`src/design/cacs_pkg.sv`:
```
package cacs_pkg;
    localparam logic [7:0] CACS_SFR_ADDR   = 8'hD8;
    localparam logic [7:0] CACS_SFR_PAGE   = 8'h00;
    localparam logic [7:0] CACS_RESET_VAL  = 8'h00;
    localparam int         CACS_OVF_BIT    = 7;
    localparam int         CACS_RUN_BIT    = 6;
    localparam int         CACS_WATCHDOG_BIT = 5;
    localparam int         CACS_NUM_MOD    = 6;
    localparam logic [2:0] CACS_BIT_IDX_W0 = 3'h0;
endpackage : cacs_pkg

```
`src/design/cacs_ctrl.sv`:
```
`timescale 1ns/1ps
`default_nettype none
// Functional notes
// - The overflow flag is set when the shared 16-bit counter wraps from 0xFFFF to 0x0000.
// - With the overflow source enabled, a set overflow flag requests the shared interrupt.
// - Hardware never clears the overflow or module flags; only a software write does.
// - The run bit stops the counter at 0 and lets it count at 1.
// - Module flags in bits 5 to 0 are set when that module sees a match or capture.
// - With a module source enabled, its set flag requests the shared interrupt.
// - The register answers at address 0xD8 page 0x00, supports single-bit access and resets to zero.
// - While the watchdog is enabled, writing 1 to the module 5 flag forces a registered watchdog reset one clock later.
// - While the watchdog is enabled, run-bit writes do not change counter state and the bit reads software's setting.
module cacs_ctrl #(
    parameter int NUM_MOD = cacs_pkg::CACS_NUM_MOD
) (
    input  wire logic               ref_clk,
    input  wire logic               rst,
    input  wire logic               clk_en,
    // sfr bus, same clock
    input  wire logic [7:0]         sfr_addr,
    input  wire logic [7:0]         sfr_page,
    input  wire logic               sfr_wr,
    input  wire logic               sfr_bit_wr,
    input  wire logic [2:0]         sfr_bit_idx,
    input  wire logic [7:0]         sfr_wdata,
    output logic [7:0]              sfr_rdata,
    output logic                    sfr_sel,
    // block events
    input  wire logic               counter_overflow,
    input  wire logic [NUM_MOD-1:0] module_event,
    input  wire logic               overflow_int_en,
    input  wire logic [NUM_MOD-1:0] module_int_en,
    input  wire logic               watchdog_function_en,
    // outputs
    output logic                    counter_run_en,
    output logic                    array_irq,
    output logic                    watchdog_force_reset
);
    // bit map of the control/status byte, msb first:
    //   overflow flag, run request, then one event flag per module down to module 0.
    // every bit is read/write from software, and every flag is also set by hardware.
    // a hardware set beats a software write in the same cycle, so an event is never lost;
    // the price is that software cannot clear a flag in the very cycle its event recurs.
    // clk_en low freezes every flop here, the watchdog pulse included.
    // the watchdog pulse is registered so the reset network sees a clean level.
    // the counter, the module datapaths and the mode register live outside this block:
    // they hand in one-cycle event pulses and level enables, all on ref_clk.

    // register state, one flop group per concern
    logic               run_q;
    logic               ovf_q;
    logic [NUM_MOD-1:0] flag_q;
    logic               force_q;

    // decoded access
    logic               hit;
    logic               byte_wr;
    logic               bit_wr;
    logic [7:0]         bit_sel;
    logic [7:0]         wmask;
    logic [7:0]         wval;
    logic [7:0]         cur;

    // field write enables
    logic               ovf_wr_en;
    logic               run_wr_en;
    logic [NUM_MOD-1:0] flag_wr_en;

    // per-source set, interrupt and watchdog terms
    logic               ovf_set;
    logic [NUM_MOD-1:0] flag_set;
    logic               ovf_irq;
    logic [NUM_MOD-1:0] flag_irq;
    logic               force_d;

    // the page must match as well; the same address on another page is a different register
    assign hit     = (sfr_addr == cacs_pkg::CACS_SFR_ADDR) && (sfr_page == cacs_pkg::CACS_SFR_PAGE);
    assign sfr_sel = hit;

    // a byte write takes priority over a bit write issued in the same cycle
    assign byte_wr = hit & sfr_wr;
    assign bit_wr  = hit & sfr_bit_wr & ~sfr_wr;

    // per-bit write decode: a bit write carries its value in data bit 0
    genvar b;
    generate
        for (b = 0; b < 8; b++) begin : g_wr
            assign bit_sel[b] = (sfr_bit_idx == 3'(b));
            assign wmask[b]   = byte_wr | (bit_wr & bit_sel[b]);
            assign wval[b]    = byte_wr ? sfr_wdata[b] : sfr_wdata[0];
        end
    endgenerate

    assign ovf_wr_en = wmask[cacs_pkg::CACS_OVF_BIT];
    assign run_wr_en = wmask[cacs_pkg::CACS_RUN_BIT];
    assign ovf_set   = counter_overflow;
    assign flag_set  = module_event;

    // read view assembled from the package's field positions
    always_comb begin
        cur                          = cacs_pkg::CACS_RESET_VAL;
        cur[cacs_pkg::CACS_OVF_BIT]  = ovf_q;
        cur[cacs_pkg::CACS_RUN_BIT]  = run_q;
        cur[NUM_MOD-1:0]             = flag_q;
    end

    // a wrap in the same cycle as a software clear must not be lost, so the set wins
    always_ff @(posedge ref_clk or posedge rst) begin
        if (rst) begin
            ovf_q <= cacs_pkg::CACS_RESET_VAL[cacs_pkg::CACS_OVF_BIT];
        end else if (clk_en) begin
            if (ovf_set) begin
                ovf_q <= 1'b1;
            end else if (ovf_wr_en) begin
                ovf_q <= wval[cacs_pkg::CACS_OVF_BIT];
            end
        end
    end

    // the stored run bit is software's request and is what software reads back;
    // the watchdog forces counting through counter_run_en without altering it
    always_ff @(posedge ref_clk or posedge rst) begin
        if (rst) begin
            run_q <= cacs_pkg::CACS_RESET_VAL[cacs_pkg::CACS_RUN_BIT];
        end else if (clk_en && run_wr_en) begin
            run_q <= wval[cacs_pkg::CACS_RUN_BIT];
        end
    end

    genvar i;
    generate
        for (i = 0; i < NUM_MOD; i++) begin : g_flag
            assign flag_wr_en[i] = wmask[i];

            always_ff @(posedge ref_clk or posedge rst) begin
                if (rst) begin
                    flag_q[i] <= cacs_pkg::CACS_RESET_VAL[i];
                end else if (clk_en) begin
                    if (flag_set[i]) begin
                        flag_q[i] <= 1'b1;
                    end else if (flag_wr_en[i]) begin
                        flag_q[i] <= wval[i];
                    end
                end
            end

            assign flag_irq[i] = flag_q[i] & module_int_en[i];
        end
    endgenerate

    // a write of one to the module 5 flag while the watchdog runs is a deliberate reset request
    always_comb begin
        force_d = 1'b0;
        if (watchdog_function_en && wmask[cacs_pkg::CACS_WATCHDOG_BIT]) begin
            force_d = wval[cacs_pkg::CACS_WATCHDOG_BIT];
        end
    end

    always_ff @(posedge ref_clk or posedge rst) begin
        if (rst) begin
            force_q <= 1'b0;
        end else if (clk_en) begin
            force_q <= force_d;
        end
    end

    assign watchdog_force_reset = force_q;

    // while the watchdog runs the counter cannot be stopped from here
    assign counter_run_en = run_q | watchdog_function_en;

    // level request: stays up as long as any enabled flag is set
    assign ovf_irq   = ovf_q & overflow_int_en;
    assign array_irq = ovf_irq | (|flag_irq);

    // unselected reads return zero so the bus can or together all registers
    always_comb begin
        sfr_rdata = 8'h00;
        if (hit) begin
            sfr_rdata = cur;
        end
    end

endmodule : cacs_ctrl
`default_nettype wire

```
`config.mk`:
```
export PLATFORM = sky130hd
export DESIGN_NAME = cacs_ctrl
export DESIGN_NICKNAME = d
export VERILOG_FILES = /design/src/design/cacs_pkg.sv /design/src/design/cacs_ctrl.sv
export SDC_FILE = /design/constraint.sdc
export NUM_CORES = 1
export LEC_CHECK = 0
export BUFFER_PORTS_ARGS = -buffer_cell sky130_fd_sc_hd__buf_4
export CAP_MARGIN = 20
export CELL_PAD_IN_SITES_DETAIL_PLACEMENT = 1
export CELL_PAD_IN_SITES_GLOBAL_PLACEMENT = 2
export CORE_ASPECT_RATIO = 1.75
export CORE_MARGIN = 5
export CORE_UTILIZATION = 21
export DETAILED_ROUTE_END_ITERATION = 7
export GPL_TIMING_DRIVEN = 0
export HOLD_SLACK_MARGIN = 0.08
export PLACE_DENSITY_LB_ADDON = 0.05
export SLEW_MARGIN = 20
export SYNTH_ARGS = -nofsm -noshare
export SYNTH_HDL_FRONTEND = slang
export SYNTH_SLANG_ARGS = --single-unit
export TNS_END_PERCENT = 30
```
`constraint.sdc`:
```
create_clock -name ref_clk -period 5 [get_ports ref_clk]
set_input_delay 0.75 -clock ref_clk [delete_from_list [all_inputs] [get_ports ref_clk]]
set_output_delay 0.75 -clock ref_clk [all_outputs]
set_load 0.02 [all_outputs]
```
After elaboration in Yosys (flattened, before gate mapping)
Index checks and enable logic that the tools add are counted.

word-level totals
  output and inout bits = 12
  register bits = 9
  word-level logic and storage cells = 89

operators by class
  equality and inequality tests = 8
  bitwise operators = 29
  multiplexer cells = 23
  reduce and logical (&&, ||, !) cells = 20

operators by type and width
  kind                                            number
  two-way mux 1 bit                               22
  AND 1 bit                                       18
  AND reduction 2 bit                             7
  nonzero test 2 bit                              7
  == test 3 bit (second input constant)           4
  OR 1 bit                                        10
  == test 8 bit (second input constant)           1
  logical NOT 8 bit                               1
  two-way mux 8 bit                               1
  == test 3 x 2 -> 1 bit (second input constant)  2
  OR reduction 6 bit                              1
  == test 3 x 1 -> 1 bit (second input constant)  1
  logical AND 1 bit                               3
  logical NOT 3 bit                               1
  NOT 1 bit                                       1

Logic depth before layout (Yosys ltp)
  word-level depth = 8
  depth in mapped cells = 8
  depth with buffers taken out = 6

Worst setup path after synthesis
OpenSTA, ideal clock, no wires.

  path type = input -> output
  start point = in sfr_page[3]
  end point = out sfr_rdata[0]
  data arrival time = 2446 ps
  buffers on the path = 2
  stages = 6
  path slack = 1804 ps
  cell sequence = or4b_1 or4_1 buf_6 clkinv_8 clkbuf_4 and2_1

between the ends
  word-level cells in the longest chain between the ends = 3

ends and longest elaborated chain
  what               RTL line          text
  start, declared    cacs_ctrl.sv:21   input wire logic [7:0] sfr_page,
  logical NOT 8 bit  cacs_ctrl.sv:77   assign hit = (sfr_addr == cacs_pkg::CACS_SFR_ADDR) && (sfr_page == cacs_pkg::CACS_SFR_PAGE);
  logical AND 1 bit  cacs_ctrl.sv:77
  via sfr_sel        cacs_ctrl.sv:27   output logic sfr_sel,
  two-way mux 8 bit  cacs_ctrl.sv:179  if (hit) begin
  end, declared      cacs_ctrl.sv:26   output logic [7:0] sfr_rdata,

The timed path passes the listed nets, and every way through them passes these cells.

Worst setup path in the final report
  start point = in sfr_page[3]
  end point = out sfr_rdata[2]

between the ends
  word-level cells in the longest chain between the ends = 3

ends and longest elaborated chain
  what               RTL line
  logical NOT 8 bit  cacs_ctrl.sv:77
  logical AND 1 bit  cacs_ctrl.sv:77
  two-way mux 8 bit  cacs_ctrl.sv:179

Every way passes these cells.

==> flow_summary_export.csv <==
group,metric,value,unit
global_routing,grt_antenna_before_repair,0,
sta,slew_viol_final,0,
cts,cts_resized,0,
routing,initialDrtViolationCount,20,
power_and_ir_drop,ir_worst_vdd,0.000116,V
yosys,synth_cells,96,
place,numPortBuffers,58,
sta,post-route-min-period,3.39,ns
power_and_ir_drop,leakage,0.593,nW
floorplan,start_util,21.9,%
yosys,async_flop_share,100,%
floorplan,rows,29,
setup_path,regToRegSetupSlack,4.14,ns
cts,clock-root-buffer,"clkbuf_8",
cts,cts_tree,"yes",
place,dp_hpwl,2.82,mm
yosys,syn-mean-instance-area,8.28,um^2
setup_path,cp_max_fo,10,
setup_path,crit_required,4.25,ns
setup_path,crit_family,"simple AND/OR/NAND/NOR gates",
yosys,syn_area,795,um^2
yosys,ys_ff_latch,9,
yosys,synth_edf_count,0,
setup_path,r2r_cells,2,
cts,cts_sinks,9,
global_routing,grt_pass1_wl,5.31,mm
floorplan,die-height,91.4,um
sta,setup_viol,0,
sta,grt_setup_unrepaired,"no",
setup_path,startpoint_type,"input port",
status,outcome,"complete, no violations",
cts,cts_inserted_buffers,3,
yosys,ys_seq_area_share,28.3,%
routing,wl_per_cell,15.5,um
setup_path,crit_top_cell,"buf_4",
setup_path,cp.arrival,2.64,ns
yosys,ys.flop_type,"dfrtp_1",
yosys,synth.distinct_cells,35,
sta,worst_pin_slew,0.461,ns
setup_path,reg2reg_to,"cur[5]$_DFFE_PP0P_",
global_routing,grtUsageTotal,12.9,%
place,dp_cells,200,
routing,drtPass1Iterations,4,
finish,diodes,0,
worst_hold_path,hp-class,"input port to asynchronous set/reset pin",
setup_path,max_stage_delay,0.55,ns
cts,postCtsSetupRepairBufs,0,
place,gp_congestion,0.732,
yosys,yosys_warnings,0,
setup_path,cp_num_buf_inv,5,
sta,finalCritPeriodShare,67.8,%
setup_path,rr_startpoint,"cur[5]$_DFFE_PP0P_",
cts,cts_buffer_depth,2,
routing,totalWireLength,3.15,mm
global_routing,grt_overflow_total,0,
floorplan,fp.coreArea,3630,um^2
floorplan,dieArea,5160,um^2
setup_path,crit_path_top_delay_cell,"or4_1",
finish,fin_nets,206,
cts,cts.clk_slew.worst_paths,0.04,ns
global_routing,grt_pass1_vias,1139,
sta,relSlewSlack,69.2,%
run,cap_violations,0,
finish,layout-drive-gt1-share,44.3,%
routing,via_per_inst,4.81,
finish,layout_common_cells,"buf_4, a21oi_1, dfrtp_1",
global_routing,grt_max_degree,11,
floorplan,ioPinCount,59,
sta,max_freq,295,MHz
finish,layout_commonest_cell,"buf_4",
sta,worst_clock_skew,0,ns
routing,drc_errors,0,
setup_path,setup.worst_path.start,"sfr_page[3]",
floorplan,fp.dieW,56.5,um
sta,fin_hold_ws,0.482,ns
finish,synthToLayoutAreaGrowth,67.7,%
setup_path,cp_cell_sequence,"buf_4, or4b_1, or4_1, buf_6, clkinv_8, clkbuf_4, and2_1, buf_4",
routing,ant_nets,0,
finish,finalNonFillerCells,204,
power_and_ir_drop,power_density,167,nW/um^2
cts,ctsHoldBuffers,0,
sta,final_hold_viol_count,0,
setup_path,end_kind,"primary output",
setup_path,crit_type,"input port to primary output",
yosys,syn-num-nets,143,
routing,vias,982,
cts,h-tree-depth,1,
cts,clk_latency,0.23,ns
sta,tns,0,ns
[worst max path at each step]
stage,endpoint,slack (ns),depth (start not counted)
after CTS,sfr_rdata[2],1.58,8
after floorplan,sfr_rdata[0],1.80,6
after global routing,sfr_rdata[0],1.50,8
final,sfr_rdata[2],1.61,8
after detailed placement,sfr_rdata[2],1.59,8
after global placement,sfr_rdata[6],1.61,8
[per-stage QoR]
step / area [um^2] / power, mW / setup slack [ns] / utilization, %
floorplan: 795 / 0.102 / 1.80 / -
global placement: 1290 / 0.140 / 1.61 / 35.5
detailed placement: 1290 / 0.142 / 1.59 / 35.5
CTS: 1330 / 0.226 / 1.58 / 36.7
global route: 1330 / 0.237 / 1.50 / 36.7
finish: 1330 / 0.223 / 1.61 / 36.7
[kinds of logic (layout without fill, tap and decap cells)]
family	after synthesis	in the layout	share of synthesized area, %
buffers and inverters	8	70	7.72
AO/OA/AOI/OAI	38	38	32.3
multiplexers	2	2	2.83
AND/OR/NAND/NOR	39	39	28.8
flip-flops	9	9	28.3
[cell usage after synthesis (2+ instances only)]
master / instances / share of area (%)
a21oi_1: 15 / 9.4
a22oi_1: 3 / 2.8
a311o_1: 2 / 2.5
a31oi_1: 2 / 1.6
and2_1: 8 / 6.3
and4b_1: 2 / 2.5
buf_6: 2 / 2.8
dfrtp_1: 9 / 28
inv_1: 3 / 1.4
mux2_2: 2 / 2.8
nand2_1: 5 / 2.4
nand3_1: 3 / 1.9
nand4b_1: 2 / 2.2
nor2_1: 8 / 3.8
nor2b_1: 3 / 2.4
o21ai_0: 3 / 1.9
o21bai_1: 4 / 3.8
or4_1: 3 / 2.8
[report_power, final]
part | leakage [nW] | switching [mW] | internal (mW) | total (mW)
combinational | 0.476 | 0.0231 | 0.0360 | 0.0592
clock | 0.0228 | 0.0282 | 0.0555 | 0.0837
sequential | 0.0936 | 0.00318 | 0.0767 | 0.0798
[worst register-to-register path: stages, from the launching register on]
cell,delay [ns]
dfrtp_1,0.41
o21a_1,0.20
o22a_1,0.14
[flip-flops by register name (all words and copies together), names as in the netlist]
| register | cells |
|---|---|
| cur | 6 |
| ovf_q | 1 |
| run_q | 1 |
| watchdog_force_reset | 1 |
[final cells by class]
class                   instances  area, um^2
flip-flops and latches          9         225
well taps                      46        57.6
clock buffers                   4        45.0
repair buffers                 58         435
fillers                       476        2300
plain buffers                   4        33.8
multi-input cells              79         508
inverters                       4        27.5
[layer usage]
| metal | wire length (um) | up-vias | track usage, % |
|---|---|---|---|
| met2 | 1820 | 37 | 25.8 |
| li1 | - | 493 | - |
| met4 | 34 | 0 | 4.36 |
| met3 | 212 | 4 | 3.97 |
| met1 | 1090 | 448 | 11.7 |
| met5 | 0 | - | 0 |
No activity file was read; power rests on OpenSTA's default activity.
